### config.mk
export PLATFORM = sky130hd
export DESIGN_NAME = system_reset_combiner
export DESIGN_NICKNAME = d
export VERILOG_FILES = /design/src/logic/srcmb_pkg.sv /design/src/logic/srcmb_reset_stretch.sv /design/src/logic/system_reset_combiner.sv
export SDC_FILE = /design/constraint.sdc
export NUM_CORES = 1
export LEC_CHECK = 0
export BUFFER_PORTS_ARGS = -buffer_cell sky130_fd_sc_hd__buf_2
export CAP_MARGIN = 20
export CORE_ASPECT_RATIO = 1.2
export CORE_MARGIN = 4
export CORE_UTILIZATION = 45
export DETAILED_ROUTE_END_ITERATION = 8
export PLACE_DENSITY_LB_ADDON = 0.08
export SYNTH_ARGS = -nofsm -noshare
export SYNTH_HDL_FRONTEND = slang
export SYNTH_HIERARCHICAL = 1
export SYNTH_SLANG_ARGS = --single-unit
export TNS_END_PERCENT = 1
### constraint.sdc
create_clock -name clk -period 2.4 [get_ports clk]
set_input_delay 0.12 -clock clk [delete_from_list [all_inputs] [get_ports clk]]
set_output_delay 0.12 -clock clk [all_outputs]
set_load 0.01 [all_outputs]
### src/logic/srcmb_pkg.sv
// Constants, register map and types shared by the system reset combiner.
package srcmb_pkg;

  // ==========================================================================
  // Register offsets (byte addresses on the low address bits).
  localparam logic [15:0] NMI_CTRL_OFS = 16'h1200;
  localparam logic [15:0] CAUSE_OFS    = 16'h1260;
  localparam logic [15:0] SWTRIG_OFS   = 16'h1270;
  localparam logic [15:0] IRQ_STAT_OFS = 16'h1280;
  localparam logic [15:0] IRQ_CLR_OFS  = 16'h1284;
  localparam logic [15:0] IRQ_EN_OFS   = 16'h1288;

  // Alias selector taken from address bits 3:2.
  localparam logic [1:0] ALIAS_PLAIN = 2'h0;
  localparam logic [1:0] ALIAS_CLR   = 2'h1;
  localparam logic [1:0] ALIAS_SET   = 2'h2;
  localparam logic [1:0] ALIAS_INV   = 2'h3;

  // ==========================================================================
  // Reset cause flag positions.
  localparam int CAUSE_POR  = 0;
  localparam int CAUSE_BOR  = 1;
  localparam int CAUSE_WDTO = 4;
  localparam int CAUSE_DMTO = 5;
  localparam int CAUSE_SWR  = 6;
  localparam int CAUSE_EXTR = 7;
  localparam int CAUSE_CMR  = 9;

  localparam logic [31:0] CAUSE_IMPL_MASK = 32'hCF03_06FF;
  // Flags without a dedicated source input are set through the auxiliary vector.
  localparam logic [31:0] CAUSE_AUX_MASK  = 32'hCF03_040C;

  // Software trigger bit and NMI register layout.
  localparam int          SWTRIG_BIT     = 0;
  localparam logic [31:0] NMI_IMPL_MASK  = 32'h038F_FFFF;
  localparam logic [31:0] NMI_FLAG_MASK  = 32'h038F_0000;
  localparam logic [31:0] NMI_HW_MASK    = 32'h0307_0000;
  localparam logic [31:0] REG_RESET_VAL  = 32'h0000_0000;

  // ==========================================================================
  // Interrupt event positions, one per reset source.
  localparam int IRQ_W     = 8;
  localparam int IRQ_POR   = 0;
  localparam int IRQ_BOR   = 1;
  localparam int IRQ_ZERO_POWER_BROWNOUT = 2;
  localparam int IRQ_EXT   = 3;
  localparam int IRQ_SWR   = 4;
  localparam int IRQ_WDT   = 5;
  localparam int IRQ_DMT   = 6;
  localparam int IRQ_CMR   = 7;

  // ==========================================================================
  // Least width of the released reset pulse tail, rounded up to clock cycles.
  localparam int RST_HOLD_NS   = 200;
  localparam int CLK_PERIOD_NS = 40;
  localparam int RST_HOLD_CYC  = (RST_HOLD_NS + CLK_PERIOD_NS - 1) / CLK_PERIOD_NS;

  typedef enum logic [1:0] {
    ST_RUN,
    ST_ACTIVE,
    ST_HOLD
  } srcmb_rst_state_t;

endpackage : srcmb_pkg

### src/logic/srcmb_reset_stretch.sv
// Reset stretcher that holds the system reset and releases it on the clock.
`timescale 1ns/1ps
`default_nettype none
module srcmb_reset_stretch #(
  parameter int HOLD_CYC = srcmb_pkg::RST_HOLD_CYC
) (
  input  wire logic clk,       // System clock.
  input  wire logic rst_n,     // Synchronous reset, active low.
  input  wire logic resetReq,  // Any reset source active.
  output logic      resetOut   // Registered system reset, active high.
);

  localparam int CW = $clog2(HOLD_CYC + 1);

  srcmb_pkg::srcmb_rst_state_t state_q;
  logic [CW-1:0]               cnt_q;

  // ==========================================================================
  // Reset stays high while any source is active, then for HOLD_CYC more cycles.
  // The release comes from a flip-flop, so downstream logic sees a clean edge.
  always_ff @(posedge clk)
  begin
    if (!rst_n)
    begin
      state_q  <= srcmb_pkg::ST_ACTIVE;
      cnt_q    <= '0;
      resetOut <= 1'b1;
    end
    else
    begin
      case (state_q)
        srcmb_pkg::ST_RUN:
        begin
          if (resetReq)
          begin
            state_q  <= srcmb_pkg::ST_ACTIVE;
            resetOut <= 1'b1;
          end
        end
        srcmb_pkg::ST_ACTIVE:
        begin
          if (!resetReq)
          begin
            state_q <= srcmb_pkg::ST_HOLD;
            cnt_q   <= CW'(HOLD_CYC - 1);
          end
        end
        srcmb_pkg::ST_HOLD:
        begin
          if (resetReq)
            state_q <= srcmb_pkg::ST_ACTIVE;
          else if (cnt_q == '0)
          begin
            state_q  <= srcmb_pkg::ST_RUN;
            resetOut <= 1'b0;
          end
          else
            cnt_q <= cnt_q - 1'b1;
        end
        default:
        begin
          state_q  <= srcmb_pkg::ST_ACTIVE;
          resetOut <= 1'b1;
        end
      endcase
    end
  end

endmodule : srcmb_reset_stretch
`default_nettype wire

### src/logic/system_reset_combiner.sv
// Reset combiner: reset sources, cause flags, trigger, NMI register and APB slave.
//
// Chosen here: the APB interface to the registers.
`timescale 1ns/1ps
`default_nettype none
module system_reset_combiner #(
  parameter int HOLD_CYC = srcmb_pkg::RST_HOLD_CYC
) (
  input  wire logic        clk,                 // System clock, 25 MHz.
  input  wire logic        rst_n,               // Synchronous reset, active low.
  input  wire logic        psel,                // APB select.
  input  wire logic        penable,             // APB access phase.
  input  wire logic        pwrite,              // APB write when high.
  input  wire logic [15:0] paddr,               // APB byte address, low bits.
  input  wire logic [31:0] pwdata,              // APB write data.
  output logic      [31:0] prdata,              // APB read data, registered.
  output logic             pready,              // APB ready, always high.
  output logic             pslverr,             // APB error on unmapped address.
  input  wire logic        porDetect,           // Power-on event, high active.
  input  wire logic        brownoutReset,       // Brown-out event.
  input  wire logic        zeroPowerBrownout,   // Zero-power brown-out event.
  input  wire logic        externalClearPin_n,  // External clear pin, low active.
  input  wire logic        watchdogResetSource, // Watchdog time-out.
  input  wire logic        deadmanResetSource,  // Deadman time-out.
  input  wire logic        configMismatchReset, // Configuration mismatch.
  input  wire logic [31:0] auxCauseSet,         // Set strobes for other cause flags.
  input  wire logic [31:0] nmiCauseSet,         // Set strobes for NMI flags.
  output logic             systemResetOut,      // System reset, active high.
  output logic             nmiOut,              // NMI request, registered level.
  output logic             irqOut               // Interrupt, registered level.
);

  // ==========================================================================
  // Helpers shared by the decoder and the alias write path.
  function automatic logic hitBase(input logic [15:0] a, input logic [15:0] ofs);
    hitBase = ({a[15:4], 4'h0} == ofs);
  endfunction : hitBase

  function automatic logic [31:0] applyWrite(input logic [31:0] cur,
                                             input logic [31:0] wd,
                                             input logic [1:0]  al);
    case (al)
      srcmb_pkg::ALIAS_CLR: applyWrite = cur & ~wd;
      srcmb_pkg::ALIAS_SET: applyWrite = cur | wd;
      srcmb_pkg::ALIAS_INV: applyWrite = cur ^ wd;
      default:              applyWrite = wd;
    endcase
  endfunction : applyWrite

  logic [31:0]               cause_q, cause_d;
  logic [31:0]               nmi_q, nmi_d;
  logic                      swArm_q, swArm_d;
  logic [srcmb_pkg::IRQ_W-1:0] irqStat_q, irqStat_d;
  logic [srcmb_pkg::IRQ_W-1:0] irqEn_q, irqEn_d;
  logic [31:0]               prdata_d;

  // ==========================================================================
  // Address decode. Aliases share one base; interrupt registers are exact words.
  wire [1:0]  alias_    = paddr[3:2];
  wire [15:0] wordAddr  = {paddr[15:2], 2'b00};
  wire        hitCause  = hitBase(paddr, srcmb_pkg::CAUSE_OFS);
  wire        hitSwTrig = hitBase(paddr, srcmb_pkg::SWTRIG_OFS);
  wire        hitNmi    = hitBase(paddr, srcmb_pkg::NMI_CTRL_OFS);
  wire        hitIStat  = (wordAddr == srcmb_pkg::IRQ_STAT_OFS);
  wire        hitIClr   = (wordAddr == srcmb_pkg::IRQ_CLR_OFS);
  wire        hitIEn    = (wordAddr == srcmb_pkg::IRQ_EN_OFS);
  wire        hitAny    = hitCause | hitSwTrig | hitNmi | hitIStat | hitIClr | hitIEn;
  wire        setupRd   = psel & ~penable & ~pwrite;
  wire        wrEn      = psel & penable & pwrite & hitAny;

  // Zero wait states; an unmapped access completes with an error.
  assign pready  = 1'b1;
  assign pslverr = psel & penable & ~hitAny;

  // ==========================================================================
  // Source gathering. Every source feeds one request line.
  // There is no per-source enable: a source that is stuck active keeps the
  // device in reset, which is the safe side for a supervisor that fails.
  wire extClear = ~externalClearPin_n;
  wire resetReq = porDetect | brownoutReset | zeroPowerBrownout
                | extClear | swArm_q
                | watchdogResetSource | deadmanResetSource
                | configMismatchReset;

  // Hardware set strobes for the cause flags; the zero-power brown-out
  // shares the brown-out flag since it has no flag of its own.
  wire [31:0] hwCauseSet =
      (32'(porDetect) << srcmb_pkg::CAUSE_POR)
    | (32'(brownoutReset | zeroPowerBrownout) << srcmb_pkg::CAUSE_BOR)
    | (32'(watchdogResetSource) << srcmb_pkg::CAUSE_WDTO)
    | (32'(deadmanResetSource) << srcmb_pkg::CAUSE_DMTO)
    | (32'(swArm_q) << srcmb_pkg::CAUSE_SWR)
    | (32'(extClear) << srcmb_pkg::CAUSE_EXTR)
    | (32'(configMismatchReset) << srcmb_pkg::CAUSE_CMR)
    | (auxCauseSet & srcmb_pkg::CAUSE_AUX_MASK);

  // ==========================================================================
  // Cause flags: software writes through any alias, but a hardware set in
  // the same cycle wins so that no event is lost. A software set only
  // stores the flag; it never reaches the reset request.
  wire [31:0] causeSw = (wrEn & hitCause) ? applyWrite(cause_q, pwdata, alias_) : cause_q;
  assign cause_d = (causeSw | hwCauseSet) & srcmb_pkg::CAUSE_IMPL_MASK;

  // Trigger: a write that leaves bit 0 at one arms a reset for one cycle,
  // then hardware clears it. Reading the trigger always returns zero.
  wire [31:0] swTrigWr = applyWrite(srcmb_pkg::REG_RESET_VAL, pwdata, alias_);
  assign swArm_d = wrEn & hitSwTrig & swTrigWr[srcmb_pkg::SWTRIG_BIT];

  // NMI register: count and software NMI bits are plain storage; the
  // hardware flag bits also take set strobes with priority over software.
  wire [31:0] nmiSw = (wrEn & hitNmi) ? applyWrite(nmi_q, pwdata, alias_) : nmi_q;
  assign nmi_d = (nmiSw | (nmiCauseSet & srcmb_pkg::NMI_HW_MASK))
               & srcmb_pkg::NMI_IMPL_MASK;

  // ==========================================================================
  // Interrupt status: one sticky bit per source, cleared by write-one.
  wire [srcmb_pkg::IRQ_W-1:0] irqEvt = {configMismatchReset, deadmanResetSource,
                                        watchdogResetSource, swArm_q, extClear,
                                        zeroPowerBrownout, brownoutReset, porDetect};
  wire [srcmb_pkg::IRQ_W-1:0] irqClr = (wrEn & hitIClr) ? pwdata[srcmb_pkg::IRQ_W-1:0] : '0;
  assign irqStat_d = (irqStat_q & ~irqClr) | irqEvt;
  assign irqEn_d   = (wrEn & hitIEn) ? pwdata[srcmb_pkg::IRQ_W-1:0] : irqEn_q;

  // ==========================================================================
  // Read mux, sampled in the setup phase so data is stable in the access phase.
  // Write-only words read as zero, and so do unimplemented bits.
  always_comb
  begin
    prdata_d = prdata;
    if (setupRd)
    begin
      prdata_d = srcmb_pkg::REG_RESET_VAL;
      if (hitCause)
        prdata_d = cause_q;
      else if (hitNmi)
        prdata_d = nmi_q;
      else if (hitIStat)
        prdata_d = 32'(irqStat_q);
      else if (hitIEn)
        prdata_d = 32'(irqEn_q);
    end
  end

  // ==========================================================================
  // State registers. Only the block reset clears them; the system reset it
  // produces does not, so software can read the cause after the reset.
  always_ff @(posedge clk)
  begin
    if (!rst_n)
    begin
      cause_q   <= srcmb_pkg::REG_RESET_VAL;
      nmi_q     <= srcmb_pkg::REG_RESET_VAL;
      swArm_q   <= 1'b0;
      irqStat_q <= '0;
      irqEn_q   <= '0;
      prdata    <= '0;
      nmiOut    <= 1'b0;
      irqOut    <= 1'b0;
    end
    else
    begin
      cause_q   <= cause_d;
      nmi_q     <= nmi_d;
      swArm_q   <= swArm_d;
      irqStat_q <= irqStat_d;
      irqEn_q   <= irqEn_d;
      prdata    <= prdata_d;
      nmiOut    <= |(nmi_d & srcmb_pkg::NMI_FLAG_MASK);
      irqOut    <= |(irqStat_d & irqEn_d);
    end
  end

  // ==========================================================================
  // Stretcher turns the combined request into the registered system reset.
  srcmb_reset_stretch #(
    .HOLD_CYC (HOLD_CYC)
  ) u_stretch (
    .clk      (clk),
    .rst_n    (rst_n),
    .resetReq (resetReq),
    .resetOut (systemResetOut)
  );

  // ==========================================================================
  // Checks on the reset path and register behaviour.
  chk_rise_has_cause: assert property (
    @(posedge clk) disable iff (!rst_n)
    $rose(systemResetOut) |-> $past(resetReq))
    else $error("System reset rose without any source.");

  chk_power_sources: assert property (
    @(posedge clk) disable iff (!rst_n)
    (porDetect || brownoutReset || zeroPowerBrownout) |=> systemResetOut)
    else $error("Power source did not assert system reset.");

  chk_pin_reset: assert property (
    @(posedge clk) disable iff (!rst_n)
    !externalClearPin_n |=> systemResetOut && cause_q[srcmb_pkg::CAUSE_EXTR])
    else $error("Clear pin did not reset or flag.");

  chk_timer_reset: assert property (
    @(posedge clk) disable iff (!rst_n)
    (watchdogResetSource || deadmanResetSource) |=> systemResetOut)
    else $error("Timer time-out did not assert system reset.");

  chk_mismatch_cause: assert property (
    @(posedge clk) disable iff (!rst_n)
    configMismatchReset |=> systemResetOut && cause_q[srcmb_pkg::CAUSE_CMR])
    else $error("Mismatch did not reset or set its own flag.");

  chk_clear_alias: assert property (
    @(posedge clk) disable iff (!rst_n)
    (wrEn && hitCause && alias_ == srcmb_pkg::ALIAS_CLR && hwCauseSet == 32'h0)
      |=> cause_q == ($past(cause_q) & ~$past(pwdata)))
    else $error("Clear alias did not clear the written bits.");

  chk_unimpl_zero: assert property (
    @(posedge clk) disable iff (!rst_n)
    ((cause_q & ~srcmb_pkg::CAUSE_IMPL_MASK) == 32'h0)
      && ((nmi_q & ~srcmb_pkg::NMI_IMPL_MASK) == 32'h0))
    else $error("Unimplemented bit holds a one.");

  chk_reset_values: assert property (
    @(posedge clk)
    !rst_n |=> (cause_q == 32'h0) && (nmi_q == 32'h0) && !swArm_q)
    else $error("Register not zero after block reset.");

  chk_flag_set_wins: assert property (
    @(posedge clk) disable iff (!rst_n)
    porDetect |=> cause_q[srcmb_pkg::CAUSE_POR])
    else $error("Power-on flag lost.");

  chk_trigger_selfclr: assert property (
    @(posedge clk) disable iff (!rst_n)
    swArm_q |=> !swArm_q ##0 systemResetOut ##0 cause_q[srcmb_pkg::CAUSE_SWR])
    else $error("Trigger not self-cleared or reset not issued.");

  chk_hold_active: assert property (
    @(posedge clk) disable iff (!rst_n)
    resetReq [*2] |-> systemResetOut)
    else $error("System reset released while a source is active.");

  // ==========================================================================
  // Checks on the alias paths, the interrupt and NMI levels and the bus.
  // They watch the internal decode, so a broken alias shows up at the write
  // itself rather than several transfers later in a read-back.
  // The interrupt and NMI levels are compared with the stored words.
  chk_set_alias: assert property (
    @(posedge clk) disable iff (!rst_n)
    (wrEn && hitCause && alias_ == srcmb_pkg::ALIAS_SET)
      |=> ((cause_q & $past(pwdata) & srcmb_pkg::CAUSE_IMPL_MASK)
          == ($past(pwdata) & srcmb_pkg::CAUSE_IMPL_MASK)))
    else $error("Set alias did not set the written bits.");

  chk_invert_alias: assert property (
    @(posedge clk) disable iff (!rst_n)
    (wrEn && hitCause && alias_ == srcmb_pkg::ALIAS_INV && hwCauseSet == 32'h0)
      |=> cause_q == (($past(cause_q) ^ $past(pwdata)) & srcmb_pkg::CAUSE_IMPL_MASK))
    else $error("Invert alias did not toggle the written bits.");

  chk_trigger_reads_zero: assert property (
    @(posedge clk) disable iff (!rst_n)
    (setupRd && hitSwTrig) |=> prdata == 32'h0)
    else $error("Trigger word read back non-zero.");

  chk_trigger_clr_alias: assert property (
    @(posedge clk) disable iff (!rst_n)
    (wrEn && hitSwTrig && alias_ == srcmb_pkg::ALIAS_CLR) |=> !swArm_q)
    else $error("Clear alias armed a software reset.");

  chk_zero_power_flag: assert property (
    @(posedge clk) disable iff (!rst_n)
    zeroPowerBrownout |=> systemResetOut && cause_q[srcmb_pkg::CAUSE_BOR])
    else $error("Zero-power brown-out did not reset or flag.");

  chk_set_beats_clear: assert property (
    @(posedge clk) disable iff (!rst_n)
    (wrEn && hitCause && alias_ == srcmb_pkg::ALIAS_CLR && watchdogResetSource)
      |=> cause_q[srcmb_pkg::CAUSE_WDTO])
    else $error("Software clear beat a watchdog flag set.");

  chk_unmapped_ignored: assert property (
    @(posedge clk) disable iff (!rst_n)
    (psel && penable && pwrite && !hitAny && hwCauseSet == 32'h0)
      |=> $stable(cause_q))
    else $error("Unmapped write changed the cause flags.");

  chk_irq_event_sticks: assert property (
    @(posedge clk) disable iff (!rst_n)
    (irqEvt != '0) |=> ((irqStat_q & $past(irqEvt)) == $past(irqEvt)))
    else $error("Interrupt event did not set its status bit.");

  chk_irq_level: assert property (
    @(posedge clk) disable iff (!rst_n)
    irqOut == |(irqStat_q & irqEn_q))
    else $error("Interrupt output disagrees with enabled status.");

  chk_nmi_level: assert property (
    @(posedge clk) disable iff (!rst_n)
    nmiOut == |(nmi_q & srcmb_pkg::NMI_FLAG_MASK))
    else $error("NMI output disagrees with the NMI flags.");

  chk_read_data_stable: assert property (
    @(posedge clk) disable iff (!rst_n)
    (psel && penable && !pwrite) |=> $stable(prdata))
    else $error("Read data moved during the access phase.");

endmodule : system_reset_combiner
`default_nettype wire

After elaboration in Yosys (flattened, before gate mapping)

Index checks and enable logic that the tools add are counted.

Register bits after elaboration: 112
Input port bits: 124
Output and inout port bits: 37
Word-level logic and storage cells: 112

Add/subtract/negate cells: 1
Equal/unequal tests: 17
Mux-type cells: 24
Bitwise logic cells: 50
Reduce and logical (&&, ||, !) cells: 8

Operators by type and width:

| kind                                                                     | number |
|---|---|
| 32-bit two-way mux                                                       | 4 |
| 32-bit case mux with 3 select lines                                      | 1 |
| 26-bit case mux with 3 select lines                                      | 1 |
| 32-bit OR                                                                | 2 |
| 26-bit OR                                                                | 2 |
| 14-bit by 11-bit equality test with 1-bit output (second input constant) | 3 |
| 12-bit by 9-bit equality test with 1-bit output (second input constant)  | 3 |
| 32-bit AND                                                               | 1 |
| 32-bit inverter                                                          | 1 |
| 10-bit by 32-bit OR with 32-bit output                                   | 1 |
| 32-bit XOR                                                               | 1 |
| 26-bit AND                                                               | 1 |
| 26-bit two-way mux                                                       | 1 |
| 26-bit XOR                                                               | 1 |
| 8-bit two-way mux                                                        | 3 |
| 8-bit AND                                                                | 2 |
| 1-bit OR                                                                 | 13 |
| 1-bit AND                                                                | 12 |
| 8-bit by 10-bit OR with 10-bit output                                    | 1 |
| 3-bit two-way mux                                                        | 3 |
| 2-bit two-way mux                                                        | 4 |
| 8-bit inverter                                                           | 1 |
| 7-bit by 8-bit OR with 8-bit output                                      | 1 |
| 8-bit OR                                                                 | 1 |
| 22 further kinds                                                         | 36 |

Logic depth before layout (Yosys ltp)

Gate-level depths: netlist (run 1).

Depth in word-level cells: 14
Gate-level depth with buffers: 10
Depth with buffers taken out: 8

Hierarchy

The synthesis (run 1) kept the hierarchy.

Modules (own cells, without submodules):

| module                | instances | cells an instance | area each (um2) | seq. area each (um2) |
|---|---|---|---|---|
| system_reset_combiner | 1         | 691               | 6154.7          | 1741.7 |
| srcmb_reset_stretch   | 1         | 41                | 374.1           | 120.1 |

Worst setup path before layout (run 1)

Ideal clock, no wire load.

Path kind: register -> register
From: register nmi_q[24]
To: register nmiOut
Library setup time: 0.120 ns
Arrival: 2.093 ns
Required time: 2.280 ns
Path slack: 0.187 ns
Cell stages (with the launch flop): 8
Buffers on the path: 0
Clock period less this slack: 2.213 ns
Cells stage by stage: dfxtp_1 inv_1 ha_1 mux2_2 a2111oi_0 o21bai_1 or4_1 o31a_1

Cells in the longest elaborated chain, start to end: 5
Elaborated cells on any way between the ends: 7
Those cells by class: mux (2); bitwise (4); reduce/logical (1)

RTL lines:

| item                                | line                         | text |
|---|---|---|
| start: declaration                  | system_reset_combiner.sv:51  | `logic [31:0] nmi_q, nmi_d;` |
| start signal: assignment            | system_reset_combiner.sv:152 | `nmi_q <= srcmb_pkg::REG_RESET_VAL;` |
| start signal: assignment            | system_reset_combiner.sv:163 | `nmi_q <= nmi_d;` |
| 26-bit XOR (tied with other cells)  | system_reset_combiner.sv:45  | `srcmb_pkg::ALIAS_INV: applyWrite = cur ^ wd;` |
| 26-bit case mux with 3 select lines | system_reset_combiner.sv:42  | `case (al)` |
| 26-bit two-way mux *                | system_reset_combiner.sv:111 | `wire [31:0] nmiSw = (wrEn & hitNmi) ? applyWrite(nmi_q, pwdata, alias_) : nmi_q;` |
| 26-bit OR *                         | system_reset_combiner.sv:112 | `assign nmi_d = (nmiSw \| (nmiCauseSet & srcmb_pkg::NMI_HW_MASK))` |
| 7-bit OR reduction *                | system_reset_combiner.sv:168 | `nmiOut <= \|(nmi_d & srcmb_pkg::NMI_FLAG_MASK);` |
| end signal: assignment              | system_reset_combiner.sv:168 |  |
| end: declaration                    | system_reset_combiner.sv:29  | `output logic nmiOut,` |

Every way passes the cells marked *; elsewhere a longest branch is shown, timed or not.
A chain may end at the register's enable or synchronous reset.

Worst setup path after layout (run 1)

Ends and elaborated chain as after synthesis.

==> flow_metrics.tcl, run 1 <==
set metrics [dict create \
    clk_latency_ns 0.35 \
    cts_tree "done" \
    max_cap_viol_count 0 \
    antenna_found_initial 2 \
    syn_area_per_cell_um2 8.92 \
    hold_class "in -> reg" \
    die_h_um 140 \
    dp_hpwl_mm 12.2 \
    dieArea_um2 16500 \
    tightest_slew_ns 0.768 \
    fin_ws_ns 0.124 \
    synth.area.top_cells "dfxtp_1 (29%), ha_1 (16%), inv_1 (4.9%), mux2_2 (4.8%), mux4_2 (4.5%)" \
    synth-seq-cells 93 \
    yosysSeqAreaShare 0.285 \
    fin_nets 1042 \
    status "complete, no violations" \
    criticalPathCategory "reg -> reg" \
    gp_congestion 0.802 \
    path_clk_slew_ns 0.07 \
    rsz0062_at_grt "no" \
    track_usage 0.207 \
    internal_power_mw 2.73 \
    setup_viol_count_final 0 \
    fin_crit_ns 2.28 \
    worstHoldEndpoint "cause_q[5]" \
    slew_viol_final 0 \
    num_antenna_cells 0 \
    cp.arrival_ns 2.52 \
    syn2layout_area_growth_pct 17.5 \
    clock_power_share 0.402 \
    cp_max_fo 2 \
    cts_buffer_depth 2 \
    yosysWarnings 6 \
    pre_cts_slack_ns 0.0590 \
    wl_per_cell_um 16.7 \
    cts.htree.levels 3 \
    timing.final.hold_violations 0 \
    clock_sinks 93 \
    synth_cell_type_count 65 \
    p_per_area_nw_per_um2 483 \
    drc 0 \
    maxSlewHeadroom 0.488 \
    power_frac_seq 0.439 \
    ant_nets 0 \
    wl_mm 16.9 \
    core.rowCount 47 \
    synth_top_area_frac 0.285 \
    p_sw_mw 0.970 \
    yosysMostFrequentCell "dfxtp_1" \
    ir_drop_uv 263 \
    num_vias 5584 \
    r2r_start "nmi_q[24]" \
    synthesis.area_um2 6530 \
    placed_area_um2 7250 \
    drt_iter0_markers 259 \
    dr.pass1.iters 4 \
    grt_start_max_net_pins 40 \
    ys_top_cells_by_count "dfxtp_1 (93), inv_1 (85), ha_1 (84)" \
    reg2regPathDepth 7 \
    via_per_inst 5.53 \
    clockRootBuffer "clkbuf_16" \
    drive_gt1_frac 0.247 \
    setup_tns_ns 0 \
    grt_overflow_total 0 \
    pwr-share-comb 0.158 \
    yosysTopAreaCell "dfxtp_1" \
    synthFlopType "dfxtp_1" \
    cp.required_ns 2.64 \
    numCtsBuffers 9 \
    grt_pass1_vias 5653 \
    io_pins 161 \
    min-delay-start "deadmanResetSource" \
    clock_skew_ns 0.00540 \
    synthArstFlopShare 0 \
    endpoint_kind "flip-flop" \
    grt_first_pass_wirelength_mm 28.2 \
    portBuffers 99 \
    reg2reg_slack_ns 0.12 \
    die_w_um 118 \
    design.core.area_um2 14000 \
    design_area_um2 7670 \
    postSynthCellCount 732 \
    rr_endpoint "nmiOut" \
    leakage_nw 3.52 \
    start_util 0.466 \
    hold_depth 2 \
    critPathLaunchType "flip-flop" \
    p_sw_frac 0.262 \
    fmax_mhz 439 \
    synth_edf_count 0 \
    post_cts_buffers 0 \
    period_share 0.948 \
]
## logic make-up (layout without fill, tap and decap cells)
| kind of cell | Yosys count | count (layout) | synth area share |
|---|---|---|---|
| adders and majority gates | 84 | 84 | 0.161 |
| DFF | 93 | 93 | 0.285 |
| AOI/OAI and AO/OA | 195 | 195 | 0.212 |
| muxes | 49 | 49 | 0.105 |
| buffers and inverters | 138 | 241 | 0.0895 |
| other | 2 | 6 | 0.00115 |
| and+or+nand+nor | 171 | 171 | 0.146 |
## worst max path at each step
| stage | startpoint | to | slack (ns) |
|---|---|---|---|
| floorplan | nmi_q[24] | nmiOut | 0.19 |
| global placement | paddr[15] | irqOut | 0.06 |
| detailed placement | paddr[15] | irqOut | 0.06 |
| CTS | nmi_q[17] | nmiOut | 0.06 |
| global route | nmi_q[24] | nmiOut | 0.02 |
| finish | nmi_q[24] | nmiOut | 0.12 |
## final cells by class
type / count / area, µm²
Clock buffer: 13 / 260
Inverter: 86 / 323
Multi-Input combinational cell: 505 / 4120
Clock inverter: 3 / 43.8
Sequential cell: 93 / 1860
Timing Repair Buffer: 139 / 848
Tap cell: 171 / 214
Fill cell: 1342 / 6320
## sequential cells by signal, summed over array words and instances (netlist names)
register / count
irqStat_q: 8
u_stretch/resetOut: 1
prdata: 27
swArm_q: 1
nmi_q: 23
cause_q: 18
nmiOut: 1
u_stretch/state_q: 2
irqEn_q: 8
irqOut: 1
u_stretch/cnt_q: 3
## power by group through the flow
stage,sequential (mW),combinational (mW),clock [mW]
2_1_floorplan,1.66,0.381,0
3_3_place_gp,1.66,0.548,0
3_5_place_dp,1.66,0.572,0
4_1_cts,1.63,0.590,1.52
5_1_grt,1.63,0.658,1.61
6_report,1.63,0.587,1.49
## worst max-delay path: stages, from the launching register on
cell	delay, ns
dfxtp_1	0.33
inv_1	0.05
ha_1	0.27
mux2_2	0.27
a2111oi_2	0.35
o21bai_1	0.11
or4_1	0.55
o31a_1	0.24
## per-stage QoR
| stage | total power [mW] | util | hold WS [ns] | cells |
|---|---|---|---|---|
| floorplan | 2.04 | - | 0.226 | 736 |
| detailed placement | 2.23 | 0.518 | 0.330 | 983 |
| global route | 3.90 | 0.548 | 0.0367 | 1010 |
| finish | 3.70 | 0.548 | 0.0315 | 1010 |
| global placement | 2.21 | 0.518 | 0.328 | 983 |
| CTS | 3.74 | 0.547 | 0.0224 | 1010 |
## metal layers
metal	GRT usage	wire (µm)	vias to the layer above
li1	-	-	2787
met1	0.254	7380	2656
met2	0.366	8420	104
met3	0.0363	652	33
met4	0.0728	399	4
met5	0	26	-
## placed cells by master, fill, tap and decap left out, types with 3 or more instances in the layout
| cell | synthesis | routed |
|---|---|---|
| mux2i_1 | 8 | 8 |
| o21a_1 | 16 | 16 |
| o211a_1 | 15 | 15 |
| nand4_1 | 3 | 3 |
| nand3_1 | 16 | 16 |
| ha_1 | 84 | 84 |
| nor3_1 | 6 | 6 |
| inv_1 | 85 | 85 |
| o21bai_1 | 5 | 5 |
| buf_2 | 5 | 99 |
| and2_1 | 5 | 5 |
| o22ai_1 | 5 | 5 |
| buf_4 | 6 | 27 |
| a211oi_1 | 29 | 29 |
| nand2_1 | 47 | 47 |
| o21ai_0 | 13 | 13 |
| dfxtp_1 | 93 | 91 |
| nor4_1 | 3 | 3 |
| a21oi_2 | 3 | 3 |
| a221oi_1 | 14 | 14 |
| a21boi_0 | 17 | 17 |
| a22oi_1 | 8 | 8 |
| nor3b_1 | 8 | 7 |
| nor2b_1 | 15 | 15 |
| clkbuf_16 | 0 | 9 |
| nor2_1 | 38 | 38 |
| nor4_4 | 2 | 3 |
| or4_1 | 8 | 8 |
| conb_1 | 2 | 6 |
| dlygate4sd3_1 | 0 | 11 |
| mux2_2 | 28 | 28 |
| mux4_2 | 13 | 13 |
| a21oi_1 | 54 | 54 |
## timing repair
| action | CTS | global route |
|---|---|---|
| hold endpoints to repair | 11 | 0 |
| gates resized for setup | 0 | 5 |
| endpoints found under the setup margin | 0 | 1 |
| hold buffers | 11 | 0 |
Power figures use the tool's default switching activity.
==> run 2, diff against run 1 <==
CORE_ASPECT_RATIO = 1.75   (was 1.2)
==> run 2 against run 1 <==
Maximum frequency fell by 0.44%; clock skew barely moved; sequential share of layout area fell by 0.22 points; hold slack got worse by 0.025 ns; critical path depth did not move; count of clock-buffer cells in the layout fell by 3; combinational power rose by 1%; final cell count rose by 0.99%; largest power group unchanged; highest routed layer is now met4.
==> flow_metrics.tcl, run 2 (same netlist as run 1, synthesis figures left out) <==
set metrics [dict create \
    placed_area_um2 7290 \
    power_frac_seq 0.423 \
    drt_iter0_markers 195 \
    start_util 0.457 \
    gp_congestion 0.800 \
    status "complete, no violations" \
    criticalPathCategory "reg -> reg" \
    design.core.area_um2 14300 \
    core.rowCount 58 \
    place_inst 995 \
    clock_skew_ns 0.00539 \
    grt_overflow_total 0 \
    cts_tree "done" \
    portBuffers 99 \
    antenna_found_initial 0 \
    fin_nets 1044 \
    die_h_um 167 \
    die_w_um 99.1 \
    p_sw_mw 0.971 \
    grt_first_pass_wirelength_mm 29.4 \
    setup_tns_ns 0 \
    top_regs "prdata (27), nmi_q (23), cause_q (18)" \
    design_area_um2 7740 \
    path_clk_slew_ns 0.07 \
    cp.arrival_ns 2.52 \
    wl_per_cell_um 17.3 \
    wl_mm 17.7 \
    mostFrequentLayoutCells "buf_2 (99), dfxtp_1 (92), inv_1 (85), ha_1 (84), a21oi_1 (54)" \
    tightest_slew_ns 0.757 \
    endpoint_kind "flip-flop" \
    fin_crit_ns 2.29 \
    dieArea_um2 16600 \
    io_pins 161 \
    pwr-share-comb 0.154 \
    timing.final.hold_violations 0 \
    fmax_mhz 437 \
    leakage_nw 3.55 \
    largest_reg_flops 27 \
    regMostFlops "prdata" \
    ir_drop_uv 343 \
    final_common_cell "buf_2" \
    syn2layout_area_growth_pct 18.5 \
    cts_buffer_depth 2 \
    p_sw_frac 0.252 \
    clk_latency_ns 0.34 \
    clock_power_share 0.423 \
    clock_sinks 93 \
    grt_start_max_net_pins 54 \
    cp.required_ns 2.64 \
    fin_ws_ns 0.114 \
    p_per_area_nw_per_um2 497 \
    internal_power_mw 2.88 \
    drive_gt1_frac 0.250 \
    dp_hpwl_mm 12.9 \
    critPathLaunchType "flip-flop" \
    post_cts_buffers 0 \
    numCtsBuffers 9 \
    maxSlewHeadroom 0.495 \
    slew_viol_final 0 \
    final_cell_count_no_fill 1020 \
    setup_viol_count_final 0 \
    grt_pass1_vias 5968 \
    clockRootBuffer "clkbuf_16" \
    drc 0 \
    max_cap_viol_count 0 \
    cts.htree.levels 3 \
    track_usage 0.217 \
    via_per_inst 5.51 \
    cp_max_fo 3 \
    pre_cts_slack_ns 0.0201 \
    hold_class "in -> reg" \
    num_antenna_cells 0 \
    dr.pass1.iters 5 \
    num_vias 5621 \
    ant_nets 0 \
    period_share 0.953 \
]
[run 2: power groups by stage]
stage | clock [mW] | combinational (mW) | sequential (mW)
floorplan | 0 | 0.381 | 1.66
global placement | 0 | 0.549 | 1.66
detailed placement | 0 | 0.578 | 1.66
CTS | 1.66 | 0.595 | 1.63
global route | 1.72 | 0.670 | 1.63
finish | 1.63 | 0.593 | 1.63
[run 2: timing repair]
item,in CTS,in global routing
setup endpoints to repair,0,1
hold buffers,10,0
gates resized for setup,0,6
hold endpoints to repair,10,0
[run 2: final timing paths]
| check | cells after the start | slack [ns] | from | endpoint |
|---|---|---|---|---|
| worst max-delay path | 7 | 0.11 | nmi_q[17] | nmiOut |
| worst min-delay path | 2 | 0.007 | externalClearPin_n | cause_q[7] |
| worst max register to register | 7 | 0.11 | nmi_q[17] | nmiOut |
| worst min register to register | 2 | 0.46 | prdata[31] | prdata[31] |
[run 2: area by class of cell]
class                           count  area [µm²]
Inverter                           86         323
Clock buffer                       10         229
Clock inverter                      5         100
Sequential cell                    93        1860
Fill cell                        1370        6560
Timing Repair Buffer              141         873
Tap cell                          180         225
Multi-Input combinational cell    505        4130
[run 2: per-layer routing]
metal | GRT usage | vias up | routed length (µm)
met5 | 0 | - | 0
met4 | 0.0713 | 0 | 331
met3 | 0.0383 | 26 | 807
met2 | 0.385 | 120 | 9070
met1 | 0.260 | 2693 | 7470
li1 | - | 2782 | -
[run 2: through the flow]
| step | hold slack (ns) | util | total power, mW |
|---|---|---|---|
| after floorplan | 0.226 | - | 2.04 |
| after global placement | 0.330 | 0.510 | 2.21 |
| after detailed placement | 0.329 | 0.510 | 2.24 |
| after CTS | 0.00276 | 0.540 | 3.88 |
| after global routing | 0.00852 | 0.541 | 4.03 |
| final | 0.00693 | 0.541 | 3.85 |
[run 2: critical path, stage by stage (launching register included)]
cell and delay [ns]:
dfxtp_1 0.35, inv_1 0.05, ha_1 0.26, mux2_2 0.26
a2111oi_1 0.41, o21bai_1 0.12, or4_1 0.49, o31a_1 0.24
==> run 3, diff against run 2 <==
ABC_AREA = 1   (was default)
==> run 3 against run 2 <==
Sequential cell count did not move; register-to-register slack improved by 0.69 ns; critical endpoint is now cause_q[24]; non-clock buffer count fell by 11; final cell count rose by 14%; hold slack improved by 0.0025 ns; maximum frequency rose by 40%.
==> flow_metrics.tcl, run 3 <==
set metrics [dict create \
    synthFlopType "dfxtp_1" \
    endpoint_kind "flip-flop" \
    wl_mm 17.3 \
    synth.area.top_cells "dfxtp_1 (29%), ha_1 (16%), nand2_1 (10%), inv_1 (8.7%), o21ai_0 (4.9%)" \
    fin_crit_ns 1.63 \
    power_frac_seq 0.434 \
    hold_class "in -> reg" \
    die_h_um 166 \
    num_vias 6050 \
    synth_fa_ha_area_frac 0.164 \
    gp_congestion 0.782 \
    numCtsBuffers 9 \
    crit_family "simple AND/OR/NAND/NOR gates" \
    tightest_slew_ns 0.925 \
    cp_max_fo 15 \
    mostFrequentLayoutCells "nand2_1 (175), inv_1 (148), buf_2 (99), dfxtp_1 (93), ha_1 (84)" \
    io_pins 161 \
    drc 0 \
    post_cts_buffers 0 \
    timing.final.hold_violations 0 \
    postSynthCellCount 884 \
    synth_top_family_by_area "compound AO/OA/AOI/OAI gates" \
    yosysSeqAreaShare 0.290 \
    crit_path_cell_trace "buf_2 > nor2_1 > nand2_1 > nor2_1 > nand2_1 > nand4_4 > nand2_4 > nor2_8 > buf_4 > o21ai_2 > o21ai_1 > inv_1" \
    p_sw_frac 0.261 \
    synth_xor_area_frac 0 \
    syn_area_per_cell_um2 7.25 \
    clock_power_share 0.422 \
    synth-seq-cells 93 \
    drive_gt1_frac 0.180 \
    core.rowCount 57 \
    clk_latency_ns 0.34 \
    clock_sinks 93 \
    num_antenna_cells 0 \
    fin_nets 1192 \
    cpMaxStageDelayCell "buf_4" \
    design.core.area_um2 13900 \
    path_clk_slew_ns 0.07 \
    final_common_cell "nand2_1" \
    leakage_nw 3.72 \
    yosysMostFrequentCell "nand2_1" \
    grt_pass1_vias 6000 \
    regMostFlops "prdata" \
    largest_reg_flops 27 \
    portBuffers 99 \
    synthesis.area_um2 6410 \
    cts.htree.levels 3 \
    period_share 0.680 \
    grt_start_max_net_pins 42 \
    syn2layout_area_growth_pct 16.9 \
    synth_top_area_frac 0.290 \
    yosysWarnings 6 \
    clockRootBuffer "clkbuf_16" \
    track_usage 0.217 \
    rsz0062_at_grt "no" \
    synth_edf_count 0 \
    synth_simple_gate_area_frac 0.205 \
    start_util 0.461 \
    die_w_um 98.2 \
    ir_drop_uv 362 \
    worst-path-buf-inv 3 \
    via_per_inst 5.19 \
    yosysTopAreaCell "dfxtp_1" \
    setup_viol_count_final 0 \
    synthArstFlopShare 0 \
    setup_tns_ns 0 \
    synth-compound-area-share 0.210 \
    slowest_delay_ns 0.31 \
    slew_viol_final 0 \
    maxSlewHeadroom 0.382 \
    clock_skew_ns 0.00571 \
    dieArea_um2 16300 \
    ys_top_cells_by_count "nand2_1 (175), inv_1 (148), dfxtp_1 (93)" \
    synth_cell_type_count 42 \
    dr.pass1.iters 4 \
    final_util 0.539 \
    max_cap_viol_count 0 \
    internal_power_mw 2.78 \
    cp.required_ns 2.64 \
    cp.arrival_ns 1.87 \
    ant_nets 0 \
    fmax_mhz 613 \
    dp_hpwl_mm 12.7 \
    pwr-share-comb 0.144 \
    criticalPathCategory "in -> reg" \
    drt_iter0_markers 203 \
    cts_buffer_depth 2 \
    top_regs "prdata (27), nmi_q (23), cause_q (18)" \
    p_sw_mw 0.981 \
    wl_per_cell_um 14.8 \
    antenna_found_initial 0 \
    grt_overflow_total 0 \
    synthMuxAreaShare 0 \
    reg2reg_slack_ns 0.80 \
    cts_tree "done" \
    status "complete, no violations" \
    nFillCells 1446 \
    grt_first_pass_wirelength_mm 29.2 \
    critPathLaunchType "input pin" \
    p_per_area_nw_per_um2 502 \
]
## run 3: final cells by class
type,count,area [µm²],share of cell area
Clock inverter,4,70.1,0.00935
Sequential cell,93,1860,0.248
Tap cell,177,221,0.0296
Multi-Input combinational cell,599,3740,0.499
Inverter,151,567,0.0756
Timing Repair Buffer,130,781,0.104
Clock buffer,12,256,0.0342
## run 3: logic make-up (layout without fill, tap and decap cells)
group,after synthesis,after routing
simple gates,292,292
fa+ha+maj,84,84
other cells,2,6
buf+inv,196,297
compound gates,217,217
flops,93,93
## run 3: timing repair
item,in CTS,in global routing
resized for setup,0,0
endpoints found under the hold margin,11,0
hold buffers,11,0
## run 3: worst paths after layout
path	startpoint	endpoint	cells after the start
max reg2reg	nmi_q[19]	nmiOut	12
max	paddr[4]	cause_q[24]	12
min reg2reg	u_stretch/cnt_q[0]	u_stretch/cnt_q[0]	1
min	deadmanResetSource	cause_q[5]	3
## run 3: metrics by stage
stage | std cells | power [mW] | setup slack, ns | hold WS (ns) | area, µm²
after floorplan | 888 | 2.01 | 0.931 | 0.205 | 6430
after global placement | 1139 | 2.19 | 0.422 | 0.316 | 7060
after detailed placement | 1139 | 2.20 | 0.419 | 0.322 | 7060
after CTS | 1166 | 3.80 | 0.775 | 0.00482 | 7490
after global routing | 1166 | 3.94 | 0.529 | 0.0376 | 7490
final | 1166 | 3.76 | 0.769 | 0.00942 | 7490
## run 3: layer usage
layer  global-route usage  routed length, µm  up-vias
met3               0.0307                535       26
met1                0.243               7050     2813
met2                0.411               9290      107
li1                     -                  -     3104
met5                    0                  0        -
met4               0.0755                427        0
## run 3: worst register-to-register path, stage by stage, from the launching register on
cell	delay, ns
dfxtp_1	0.37
inv_1	0.07
ha_1	0.26
nand2_1	0.07
o211ai_1	0.09
a21oi_1	0.12
nand4_1	0.11
nand2_1	0.10
nand2_1	0.06
nor2_1	0.08
nand3_1	0.07
nand2_1	0.07
inv_1	0.04
## run 3: power by group through the flow
stage / logic (mW) / clock network [mW] / registers, mW
global route: 0.629 / 1.67 / 1.64
CTS: 0.550 / 1.62 / 1.63
finish: 0.543 / 1.59 / 1.63
detailed placement: 0.533 / 0 / 1.67
floorplan: 0.336 / 0 / 1.67
global placement: 0.526 / 0 / 1.67
